### src/core/rtcic_pkg.sv
// Package of constants for the real time clock interrupt control block.
// Notes on behaviour
// - Watchdog timeout with its enable set drives the interrupt pin and sets its flag.
// - Watchdog timeout with its enable clear sets only the watchdog flag.
// - Alarm match with its enable set drives the interrupt pin and sets its flag.
// - Alarm match with its enable clear sets only the alarm flag.
// - Power failure with its enable set drives the interrupt pin and sets its flag.
// - Power failure with its enable clear sets only the power fail flag.
// - Polarity bit one drives the interrupt pin actively high.
// - Polarity bit zero makes the pin open drain, pulled low when active.
// - Pulse mode holds the pin active about 200 ms per enabled event.
// - Level mode holds the pin active until the host reads the flags register.
// - Control bits D4, D1 and D0 are reserved and read as zero.
package rtcic_pkg;

    localparam int ADDR_W = 22;
    localparam int DATA_W = 32;
    localparam int INDEX_W = 20;

    // Register indices; the byte address is four times the index.
    localparam logic [INDEX_W-1:0] CTRL_INDEX  = 20'hffff6;
    localparam logic [INDEX_W-1:0] FLAGS_INDEX = 20'hffff0;
    localparam logic [INDEX_W-1:0] CLEAR_INDEX = 20'hffff1;
    localparam logic [INDEX_W-1:0] IRQEN_INDEX = 20'hffff2;

    // Interrupt control register fields.
    localparam int CTRL_WDT_EN_BIT = 7;
    localparam int CTRL_ALM_EN_BIT = 6;
    localparam int CTRL_PF_EN_BIT  = 5;
    localparam int CTRL_HIGH_BIT   = 3;
    localparam int CTRL_PULSE_BIT  = 2;
    localparam logic [7:0] CTRL_RESET    = 8'h00;
    localparam logic [7:0] CTRL_RSV_MASK = 8'h13;
    localparam logic [7:0] CTRL_RW_MASK  = 8'hec;

    // Flag, clear and enable registers share this layout.
    localparam int FLAG_W       = 3;
    localparam int FLAG_WDT_BIT = 0;
    localparam int FLAG_ALM_BIT = 1;
    localparam int FLAG_PF_BIT  = 2;
    localparam logic [FLAG_W-1:0] FLAG_RESET = 3'h0;

    // Pulse timing: 200 ms built from 1 ms ticks of the 5 ns clock.
    localparam int CLOCK_PERIOD_NS = 5;
    localparam int TICK_PERIOD_NS  = 1000000;
    localparam int PULSE_MS        = 200;
    localparam int TICK_CYCLES     = TICK_PERIOD_NS / CLOCK_PERIOD_NS;

    function automatic logic [ADDR_W-1:0] byte_addr(input logic [INDEX_W-1:0] index);
        byte_addr = {index, 2'b00};
    endfunction

endpackage

### src/core/rtcic_pulse_timer.sv
// Retriggerable pulse stretcher built from a tick divider and a tick counter.
`timescale 1ns/1ps
`default_nettype none
module rtcic_pulse_timer
    import rtcic_pkg::*;
#(
    parameter int TICK_LEN   = TICK_CYCLES,
    parameter int PULSE_LEN  = PULSE_MS
) (
    // Clock and reset.
    input  wire logic clock,
    input  wire logic rstn,
    // Control.
    input  wire logic start,
    output logic      busy
);

    localparam int DIV_W = $clog2(TICK_LEN + 1);
    localparam int CNT_W = $clog2(PULSE_LEN + 1);

    logic [DIV_W-1:0] div_reg;
    logic [CNT_W-1:0] count_reg;
    logic             tick;

    assign tick = (div_reg == DIV_W'(TICK_LEN - 1));
    assign busy = (count_reg != '0);

    // The divider restarts on each trigger so every pulse is full length.
    always_ff @(posedge clock) begin
        if (!rstn || start || !busy || tick) begin
            div_reg <= '0;
        end else begin
            div_reg <= div_reg + DIV_W'(1);
        end
    end

    always_ff @(posedge clock) begin
        if (!rstn) begin
            count_reg <= '0;
        end else if (start) begin
            count_reg <= CNT_W'(PULSE_LEN);
        end else if (busy && tick) begin
            count_reg <= count_reg - CNT_W'(1);
        end
    end

    a_pulse_ends: assert property (@(posedge clock) disable iff (!rstn)
        (count_reg == CNT_W'(1) && tick && !start) |=> !busy)
        else $error("pulse did not end after its last tick");

    a_pulse_starts: assert property (@(posedge clock) disable iff (!rstn)
        start |=> (count_reg == CNT_W'(PULSE_LEN)))
        else $error("pulse did not load its full length");

endmodule
`default_nettype wire

### src/core/rtcic_top.sv
// Interrupt enable, flag and output shaping logic with an Avalon-MM register slave.
//
// Local design decision: register access over Avalon-MM.
`timescale 1ns/1ps
`default_nettype none
module rtcic_top
    import rtcic_pkg::*;
#(
    parameter int TICK_LEN  = TICK_CYCLES,
    parameter int PULSE_LEN = PULSE_MS
) (
    // Clock and reset.
    input  wire logic              clock,
    input  wire logic              rstn,
    // Avalon-MM slave.
    input  wire logic [ADDR_W-1:0] avs_address,
    input  wire logic              avs_read,
    input  wire logic              avs_write,
    input  wire logic [DATA_W-1:0] avs_writedata,
    input  wire logic [3:0]        avs_byteenable,
    output logic      [DATA_W-1:0] avs_readdata,
    output logic                   avs_waitrequest,
    // Event sources.
    input  wire logic              watchdog_timeout,
    input  wire logic              alarm_match,
    input  wire logic              power_fail,
    // Interrupt pin.
    output logic                   int_out,
    output logic                   int_oe,
    // System interrupt.
    output logic                   irq
);

    logic [7:0]        ctrl_reg;
    logic [FLAG_W-1:0] flags_reg;
    logic [FLAG_W-1:0] flags_next;
    logic [FLAG_W-1:0] irq_en_reg;
    logic              ack_reg;
    logic [DATA_W-1:0] readdata_reg;
    logic              rd_ctrl_reg;
    logic              level_reg;
    logic              int_active;
    logic              irq_request;
    logic [FLAG_W-1:0] events;
    logic              access;
    logic              wr_done;
    logic              rd_done;
    logic              wr_lane;
    logic              sel_ctrl;
    logic              sel_flags;
    logic              sel_clear;
    logic              sel_irqen;
    logic              flags_read;
    logic              pulse_busy;
    logic              wdt_en;
    logic              alm_en;
    logic              pf_en;
    logic              drive_high;
    logic              pulse_mode;

    assign wdt_en     = ctrl_reg[CTRL_WDT_EN_BIT];
    assign alm_en     = ctrl_reg[CTRL_ALM_EN_BIT];
    assign pf_en      = ctrl_reg[CTRL_PF_EN_BIT];
    assign drive_high = ctrl_reg[CTRL_HIGH_BIT];
    assign pulse_mode = ctrl_reg[CTRL_PULSE_BIT];

    // Bus decode: one wait cycle, then the access completes.
    assign access    = avs_read || avs_write;
    assign avs_waitrequest = access && !ack_reg;
    assign wr_done   = avs_write && ack_reg;
    assign rd_done   = avs_read && ack_reg;
    assign wr_lane   = wr_done && avs_byteenable[0];
    assign sel_ctrl  = (avs_address == byte_addr(CTRL_INDEX));
    assign sel_flags = (avs_address == byte_addr(FLAGS_INDEX));
    assign sel_clear = (avs_address == byte_addr(CLEAR_INDEX));
    assign sel_irqen = (avs_address == byte_addr(IRQEN_INDEX));
    assign flags_read = rd_done && sel_flags;
    assign avs_readdata = readdata_reg;

    always_ff @(posedge clock) begin
        if (!rstn) begin
            ack_reg <= 1'b0;
        end else begin
            ack_reg <= access && !ack_reg;
        end
    end

    always_ff @(posedge clock) begin
        if (!rstn) begin
            readdata_reg <= '0;
            rd_ctrl_reg  <= 1'b0;
        end else if (avs_read && !ack_reg) begin
            rd_ctrl_reg <= sel_ctrl;
            if (sel_ctrl) begin
                readdata_reg <= DATA_W'(ctrl_reg & CTRL_RW_MASK);
            end else if (sel_flags) begin
                readdata_reg <= DATA_W'(flags_reg);
            end else if (sel_irqen) begin
                readdata_reg <= DATA_W'(irq_en_reg);
            end else begin
                readdata_reg <= '0;
            end
        end
    end

    always_ff @(posedge clock) begin
        if (!rstn) begin
            ctrl_reg <= CTRL_RESET;
        end else if (wr_lane && sel_ctrl) begin
            ctrl_reg <= avs_writedata[7:0] & CTRL_RW_MASK;
        end
    end

    always_ff @(posedge clock) begin
        if (!rstn) begin
            irq_en_reg <= FLAG_RESET;
        end else if (wr_lane && sel_irqen) begin
            irq_en_reg <= avs_writedata[FLAG_W-1:0];
        end
    end

    // Each source sets its flag whatever its enable says.
    assign events[FLAG_WDT_BIT] = watchdog_timeout;
    assign events[FLAG_ALM_BIT] = alarm_match;
    assign events[FLAG_PF_BIT]  = power_fail;

    // flags always set, event beats clear.
    always_comb begin
        flags_next = flags_reg;
        if (wr_lane && sel_clear) begin
            flags_next = flags_next & ~avs_writedata[FLAG_W-1:0];
        end
        flags_next = flags_next | events;
    end

    always_ff @(posedge clock) begin
        if (!rstn) begin
            flags_reg <= FLAG_RESET;
        end else begin
            flags_reg <= flags_next;
        end
    end

    assign irq = |(flags_reg & irq_en_reg);

    assign irq_request = (watchdog_timeout && wdt_en)
                       || (alarm_match && alm_en)
                       || (power_fail && pf_en);

    // level held until the flags register is read.
    always_ff @(posedge clock) begin
        if (!rstn) begin
            level_reg <= 1'b0;
        end else if (irq_request) begin
            level_reg <= 1'b1;
        end else if (flags_read) begin
            level_reg <= 1'b0;
        end
    end

    rtcic_pulse_timer #(
        .TICK_LEN  (TICK_LEN),
        .PULSE_LEN (PULSE_LEN)
    ) u_pulse (
        .clock (clock),
        .rstn  (rstn),
        .start (irq_request && pulse_mode),
        .busy  (pulse_busy)
    );

    assign int_active = pulse_mode ? pulse_busy : level_reg;

    assign int_out = drive_high ? int_active : 1'b0;
    assign int_oe  = drive_high ? 1'b1 : int_active;

    a_wdt_flag_set: assert property (@(posedge clock) disable iff (!rstn)
        watchdog_timeout |=> flags_reg[FLAG_WDT_BIT])
        else $error("watchdog flag not set by timeout");

    a_alarm_flag_set: assert property (@(posedge clock) disable iff (!rstn)
        alarm_match |=> flags_reg[FLAG_ALM_BIT])
        else $error("alarm flag not set by match");

    a_pf_flag_set: assert property (@(posedge clock) disable iff (!rstn)
        power_fail |=> flags_reg[FLAG_PF_BIT])
        else $error("power fail flag not set");

    a_wdt_drives_int: assert property (@(posedge clock) disable iff (!rstn)
        (watchdog_timeout && wdt_en && !(wr_lane && sel_ctrl)) |=> int_active)
        else $error("enabled watchdog timeout did not assert interrupt");

    a_alarm_drives_int: assert property (@(posedge clock) disable iff (!rstn)
        (alarm_match && alm_en && !(wr_lane && sel_ctrl)) |=> int_active)
        else $error("enabled alarm match did not assert interrupt");

    a_pf_drives_int: assert property (@(posedge clock) disable iff (!rstn)
        (power_fail && pf_en && !(wr_lane && sel_ctrl)) |=> int_active)
        else $error("enabled power fail did not assert interrupt");

    a_masked_stays_quiet: assert property (@(posedge clock) disable iff (!rstn)
        (!irq_request && !int_active && !level_reg && !pulse_busy)
            |=> !int_active)
        else $error("interrupt asserted with no enabled source");

    a_high_polarity: assert property (@(posedge clock) disable iff (!rstn)
        drive_high |-> (int_oe && (int_out == int_active)))
        else $error("active high output not driven correctly");

    a_open_drain: assert property (@(posedge clock) disable iff (!rstn)
        !drive_high |-> (!int_out && (int_oe == int_active)))
        else $error("open drain output not driven correctly");

    a_level_hold: assert property (@(posedge clock) disable iff (!rstn)
        (!pulse_mode && level_reg && !flags_read && !(wr_lane && sel_ctrl))
            |=> int_active)
        else $error("level interrupt released without flags read");

    a_level_release: assert property (@(posedge clock) disable iff (!rstn)
        (!pulse_mode && flags_read && !irq_request && !(wr_lane && sel_ctrl))
            |=> !int_active)
        else $error("level interrupt not released by flags read");

    a_reserved_zero: assert property (@(posedge clock) disable iff (!rstn)
        (rd_ctrl_reg && !avs_waitrequest && avs_read)
            |-> ((avs_readdata[7:0] & CTRL_RSV_MASK) == 8'h00))
        else $error("reserved control bits read nonzero");

    a_wait_one_cycle: assert property (@(posedge clock) disable iff (!rstn)
        (access && !ack_reg) |=> (!access || !avs_waitrequest))
        else $error("bus access not completed after one wait cycle");

endmodule
`default_nettype wire

### config.mk
export PLATFORM = sky130hd
export DESIGN_NAME = rtcic_top
export DESIGN_NICKNAME = d
export VERILOG_FILES = /design/src/core/rtcic_pkg.sv /design/src/core/rtcic_pulse_timer.sv /design/src/core/rtcic_top.sv
export SDC_FILE = /design/constraint.sdc
export NUM_CORES = 1
export LEC_CHECK = 0
export ABC_AREA = 1
export ABC_CLOCK_PERIOD_IN_PS = 1850
export BUFFER_PORTS_ARGS = -buffer_cell sky130_fd_sc_hd__buf_2
export CORE_MARGIN = 2
export CORE_UTILIZATION = 30
export DETAILED_ROUTE_END_ITERATION = 8
export MAX_ROUTING_LAYER = met4
export PLACE_DENSITY = 0.54
export SETUP_SLACK_MARGIN = 0.02
export SLEW_MARGIN = 10
export SYNTH_ARGS = -nofsm -noshare
export SYNTH_HDL_FRONTEND = slang
export SYNTH_SLANG_ARGS = --single-unit
### constraint.sdc
create_clock -name clock -period 1.85 [get_ports clock]
set_input_delay 0.185 -clock clock [delete_from_list [all_inputs] [get_ports clock]]
set_output_delay 0.185 -clock clock [all_outputs]
set_load 0.01 [all_outputs]
[Word-level counts from Yosys, hierarchy flattened]
Cells that the tools add are included.
Storage, ports and cells
  flip-flop bits (word level): 71
  latch bits: 0
  memory bits (writable): 0
  memory bits (read-only): 0
  logic and storage cells: 60
  memories: 0
Operators by class
  add/subtract/negate cells: 2
  $mul: 0
  divide/modulo/power cells: 0
  $lt $le $gt $ge: 0
  eq/ne operators: 5
  shift operators: 0
  multiplexer cells: 11
  bitwise logic cells: 5
  reduce and logical (&&, ||, !) cells: 28
Operators with widths (count)
  == test 22 bit, second input constant: 4
  two-way mux 8 bit: 3
  adder 18 x 1 -> 18 bit, second input constant: 1
  == test 18 bit, second input constant: 1
  logical AND 1 bit: 14
  two-way mux 3 bit: 3
  nonzero test 8 bit: 1
  subtractor 8 x 1 -> 8 bit, second input constant: 1
  bitwise AND 3 bit: 2
  logical OR 1 bit: 6
  two-way mux 1 bit: 5
  nonzero test 2 bit: 2
  logical NOT 1 bit: 3
  NOT 3 bit: 1
  OR 3 bit: 1
  OR reduction 3 bit: 1
  OR reduction 2 bit: 1
  NOT 1 bit: 1

[Logic depth before layout (Yosys ltp)]
  word-level depth: 7
  mapped depth: 11

[Modules after synthesis]
Synthesis repeated with hierarchy kept, for this count alone.
Unflattened totals
  cells, all modules: 384
  area total of the unflattened synthesis: 2732.6 µm²
Modules (own cells, without submodules)
  rtcic_pulse_timer: times used 1, cells each 209, area an instance 1492.7 µm², sequential area each 520.5 µm²
  rtcic_top: times used 1, cells each 175, area an instance 1239.9 µm², sequential area each 400.4 µm²

[Worst setup path after synthesis]
Ideal clock, no wire load.
  path kind: register to register
  start: reg u_pulse.div_reg[0]
  end: reg u_pulse.count_reg[1]
  setup time: 115 ps
  arrival: 1379 ps
  setup slack: 357 ps
  stages on the path, launching flop included: 10
  path buffers: 0
  clock period less this slack: 1493 ps
  cell sequence: dfxtp_1 -> ha_1 -> nand2_2 -> nor2_4 -> inv_2 -> nor2_4 -> nand3_2 -> nor2_4 -> nor2_1 -> o21a_1
On the way
  word-level cells in the longest chain between the ends: 2
RTL lines
  start: declaration: RTL line rtcic_pulse_timer.sv:21  | logic [DIV_W-1:0] div_reg;
  start signal: assignment: RTL line rtcic_pulse_timer.sv:33  | div_reg <= div_reg + DIV_W'(1);
  == test 18 bit: RTL line rtcic_pulse_timer.sv:25  | assign tick = (div_reg == DIV_W'(TICK_LEN - 1));
  logical AND 1 bit: RTL line rtcic_pulse_timer.sv:42  | end else if (busy && tick) begin
  end signal: assignment: RTL line rtcic_pulse_timer.sv:41  | count_reg <= CNT_W'(PULSE_LEN);
  end signal: assignment: RTL line rtcic_pulse_timer.sv:43  | count_reg <= count_reg - CNT_W'(1);
  end: declaration: RTL line rtcic_pulse_timer.sv:22  | logic [CNT_W-1:0] count_reg;
No other way between the ends.
A chain may end at the register's enable or synchronous reset.

[Worst setup path in the final report]
  start: reg u_pulse.count_reg[0]
  end: out int_oe
On the way
  word-level cells in the longest chain between the ends: 3
RTL lines
  nonzero test 8 bit: RTL line rtcic_pulse_timer.sv:26  | assign busy = (count_reg != '0);
  two-way mux 1 bit: RTL line rtcic_top.sv:171  | assign int_active = pulse_mode ? pulse_busy : level_reg;
  two-way mux 1 bit: RTL line rtcic_top.sv:174  | assign int_oe = drive_high ? 1'b1 : int_active;
  end: declaration: RTL line rtcic_top.sv:29  | output logic int_oe,
No other way between the ends.

==> metrics.txt <==
outcome finished, final reports clean; Clock Sinks 46; Iter 0 DRT Violations 78; commonest non-fill, non-tap cell in the layout nand2_1; Seq cells post-synth 46; critical path launch point u_pulse.count_reg[0]; initial antenna violation count 0; post-layout worst setup margin 0.1417 ns; CP max-delay cell dfxtp_1; CP Cell Sequence inv_2 -> ha_1 -> nand3_1 -> nor2_4 -> nand2_1 -> o21ai_2 -> nand2_1 -> buf_2; Reg clk slew, reported paths 0.08 ns; Worst EP arrival 1.52 ns; Max Freq 585.4 MHz; row count 34; final setup vio count 0; Critical R2R Launch u_pulse.div_reg[1]; CTS Buf Count 5; Synth async-reset ratio 0; diode count 0; Design Power 1792 uW; total track usage 0.1238; CP Class reg2out; Clock Path Buffers 2; DRC Markers 0; Synthesis Warnings 0; Core ar. 8593 um2; port bufs 47; GRT overflow 0; CTS tree built; Post-CTS Setup Inserts 0; WP data required 1.66 ns; die height 97.41 um; Worst Skew 0.003586 ns; VDD IR-drop max 272.9 uV; final slew viol count 0; Post-DP HPWL 4286 um; CP endpoint kind output pin; Initial Util 0.3046; worst hold path class in2reg; Die Wd 97.41 um; most frequent cells in the layout nand2_1, nor2_1, buf_2, inv_1, dfxtp_1; via-per-instance ratio 4.376; crit share post-route 0.9234; Avg Synthesized Cell Area 6.888 um2; PD cells 594.0 nW/um2; Max-Cap Viols 0; Largest register FFs 18; most frequent CP cell nand2_1; H-Tree Depth 2; Layout Nets 502; Hold Crit Start alarm_match; per-cell routed wire length 9.954 um; hold buffers post-CTS 0; DIE AREA 9488 um2; pin count of the biggest net entering global routing 14; CP peak stage delay 0.33 ns; top_reg_cell synth dfxtp_1; instance count of the mapped netlist 380; Detail Route Antenna Nets 0; pre-CTS WS 0.2242 ns; Final Wtd Congestion 0.8158; crit path max fanout 5; clk_lat worst skew 0.30 ns; final hold viol count 0; TritonRoute pass-1 iters 4; final wirelength 5405 um; Final min period 1.708 ns; Critical Path Source Type flop; unique cell type count in the Yosys netlist 33; Vias 2376; share of cells above drive strength 1 0.1908; Mapped Area 2618 um2; Post-synth EDFFs 0; Layout area overhead 15.25%; first-pass GRT wire length 9584 um; LEAKAGE 0.001323 uW; sequential fraction of the synthesis area 0.3518; vias in the first global route 2239; clock root cell clkbuf_8; RSZ-0062 raised after global routing false; Top-Level Pins 101; setup TNS 0 ns
per-stage QoR:
stage,hold slack (ns),util,cells,cell area [um2]
final,0.1171,0.3510,543,3017
after global routing,0.1248,0.3510,543,3017
after CTS,0.1172,0.3510,543,3017
after detailed placement,0.4370,0.3400,535,2922
after global placement,0.4279,0.3400,535,2922
after floorplan,0.3024,-,404,2708
path summary, 6_finish.rpt:
kind	to	slack [ns]	cells past startpoint
worst max register to register	u_pulse.count_reg[1]	0.23	9
worst min register to register	u_pulse.count_reg[5]	0.47	2
worst min-delay path	flags_reg[1]	0.12	3
worst max-delay path	int_oe	0.14	8
cells in the mapped netlist (3+ instances only):
master,number,share of area
a21oi_1,30,0.057
buf_4,27,0.077
dfxtp_1,46,0.35
a211oi_1,4,0.011
o21ai_1,9,0.017
clkbuf_1,3,0.0043
ha_1,3,0.014
nand2_1,76,0.11
or2_2,4,0.0096
nand4_1,5,0.012
nor2_4,4,0.017
nor3_1,8,0.015
xnor2_1,3,0.010
nand3_1,23,0.044
o21ai_0,7,0.013
xor2_1,7,0.023
nand3_2,4,0.015
nor2_1,52,0.075
inv_1,47,0.067
logic make-up (layout without fill, tap and decap cells):
| kind of cell | Yosys count | after routing | share of synthesized area |
|---|---|---|---|
| and+or+nand+nor | 187 | 187 | 0.3356 |
| DFF | 46 | 46 | 0.3518 |
| buffers and inverters | 79 | 110 | 0.1520 |
| AOI/OAI and AO/OA | 54 | 54 | 0.1114 |
| xor gates and xnor gates | 10 | 10 | 0.03346 |
| other | 1 | 25 | 0.001433 |
| adders and majority gates | 3 | 3 | 0.01434 |
per-layer routing:
layer / up-vias / global-route usage / wire [um]
met5: - / - / 0
met4: 0 / 0.04594 / 97
met3: 9 / 0.02950 / 297
met2: 65 / 0.1984 / 2381
met1: 1037 / 0.1521 / 2628
li1: 1265 / - / -
critical path, delay by kind of cell (launching register included):
kind,cells,cell delay (ns)
AO/OA/AOI/OAI,1,0.10
adder cells (fa/ha/maj),1,0.14
buffers and inverters,2,0.23
flip-flops,1,0.33
AND/OR/NAND/NOR,4,0.43
repair_timing:
item                                   4_1_cts  5_1_grt
setup endpoints to repair                    2        2
gates resized for setup                      2        1
endpoints found under the hold margin        0        0
power by group:
part           switching [uW]  internal (uW)  leakage, uW
logic                    83.7           52.7     0.000902
clock network             345            302    0.0000482
registers                8.11           1000     0.000372
cell type report:
class                      instances  area (um2)
clock inverter                     1       5.005
multi-input combinational        279        1393
timing repair buffer              53       292.8
inverter                          49       183.9
tap                              108       135.1
fill                             930        5577
sequential                        46       920.9
clock buffer                       7       86.33
Note: power is estimated with default switching activity, not from simulation.
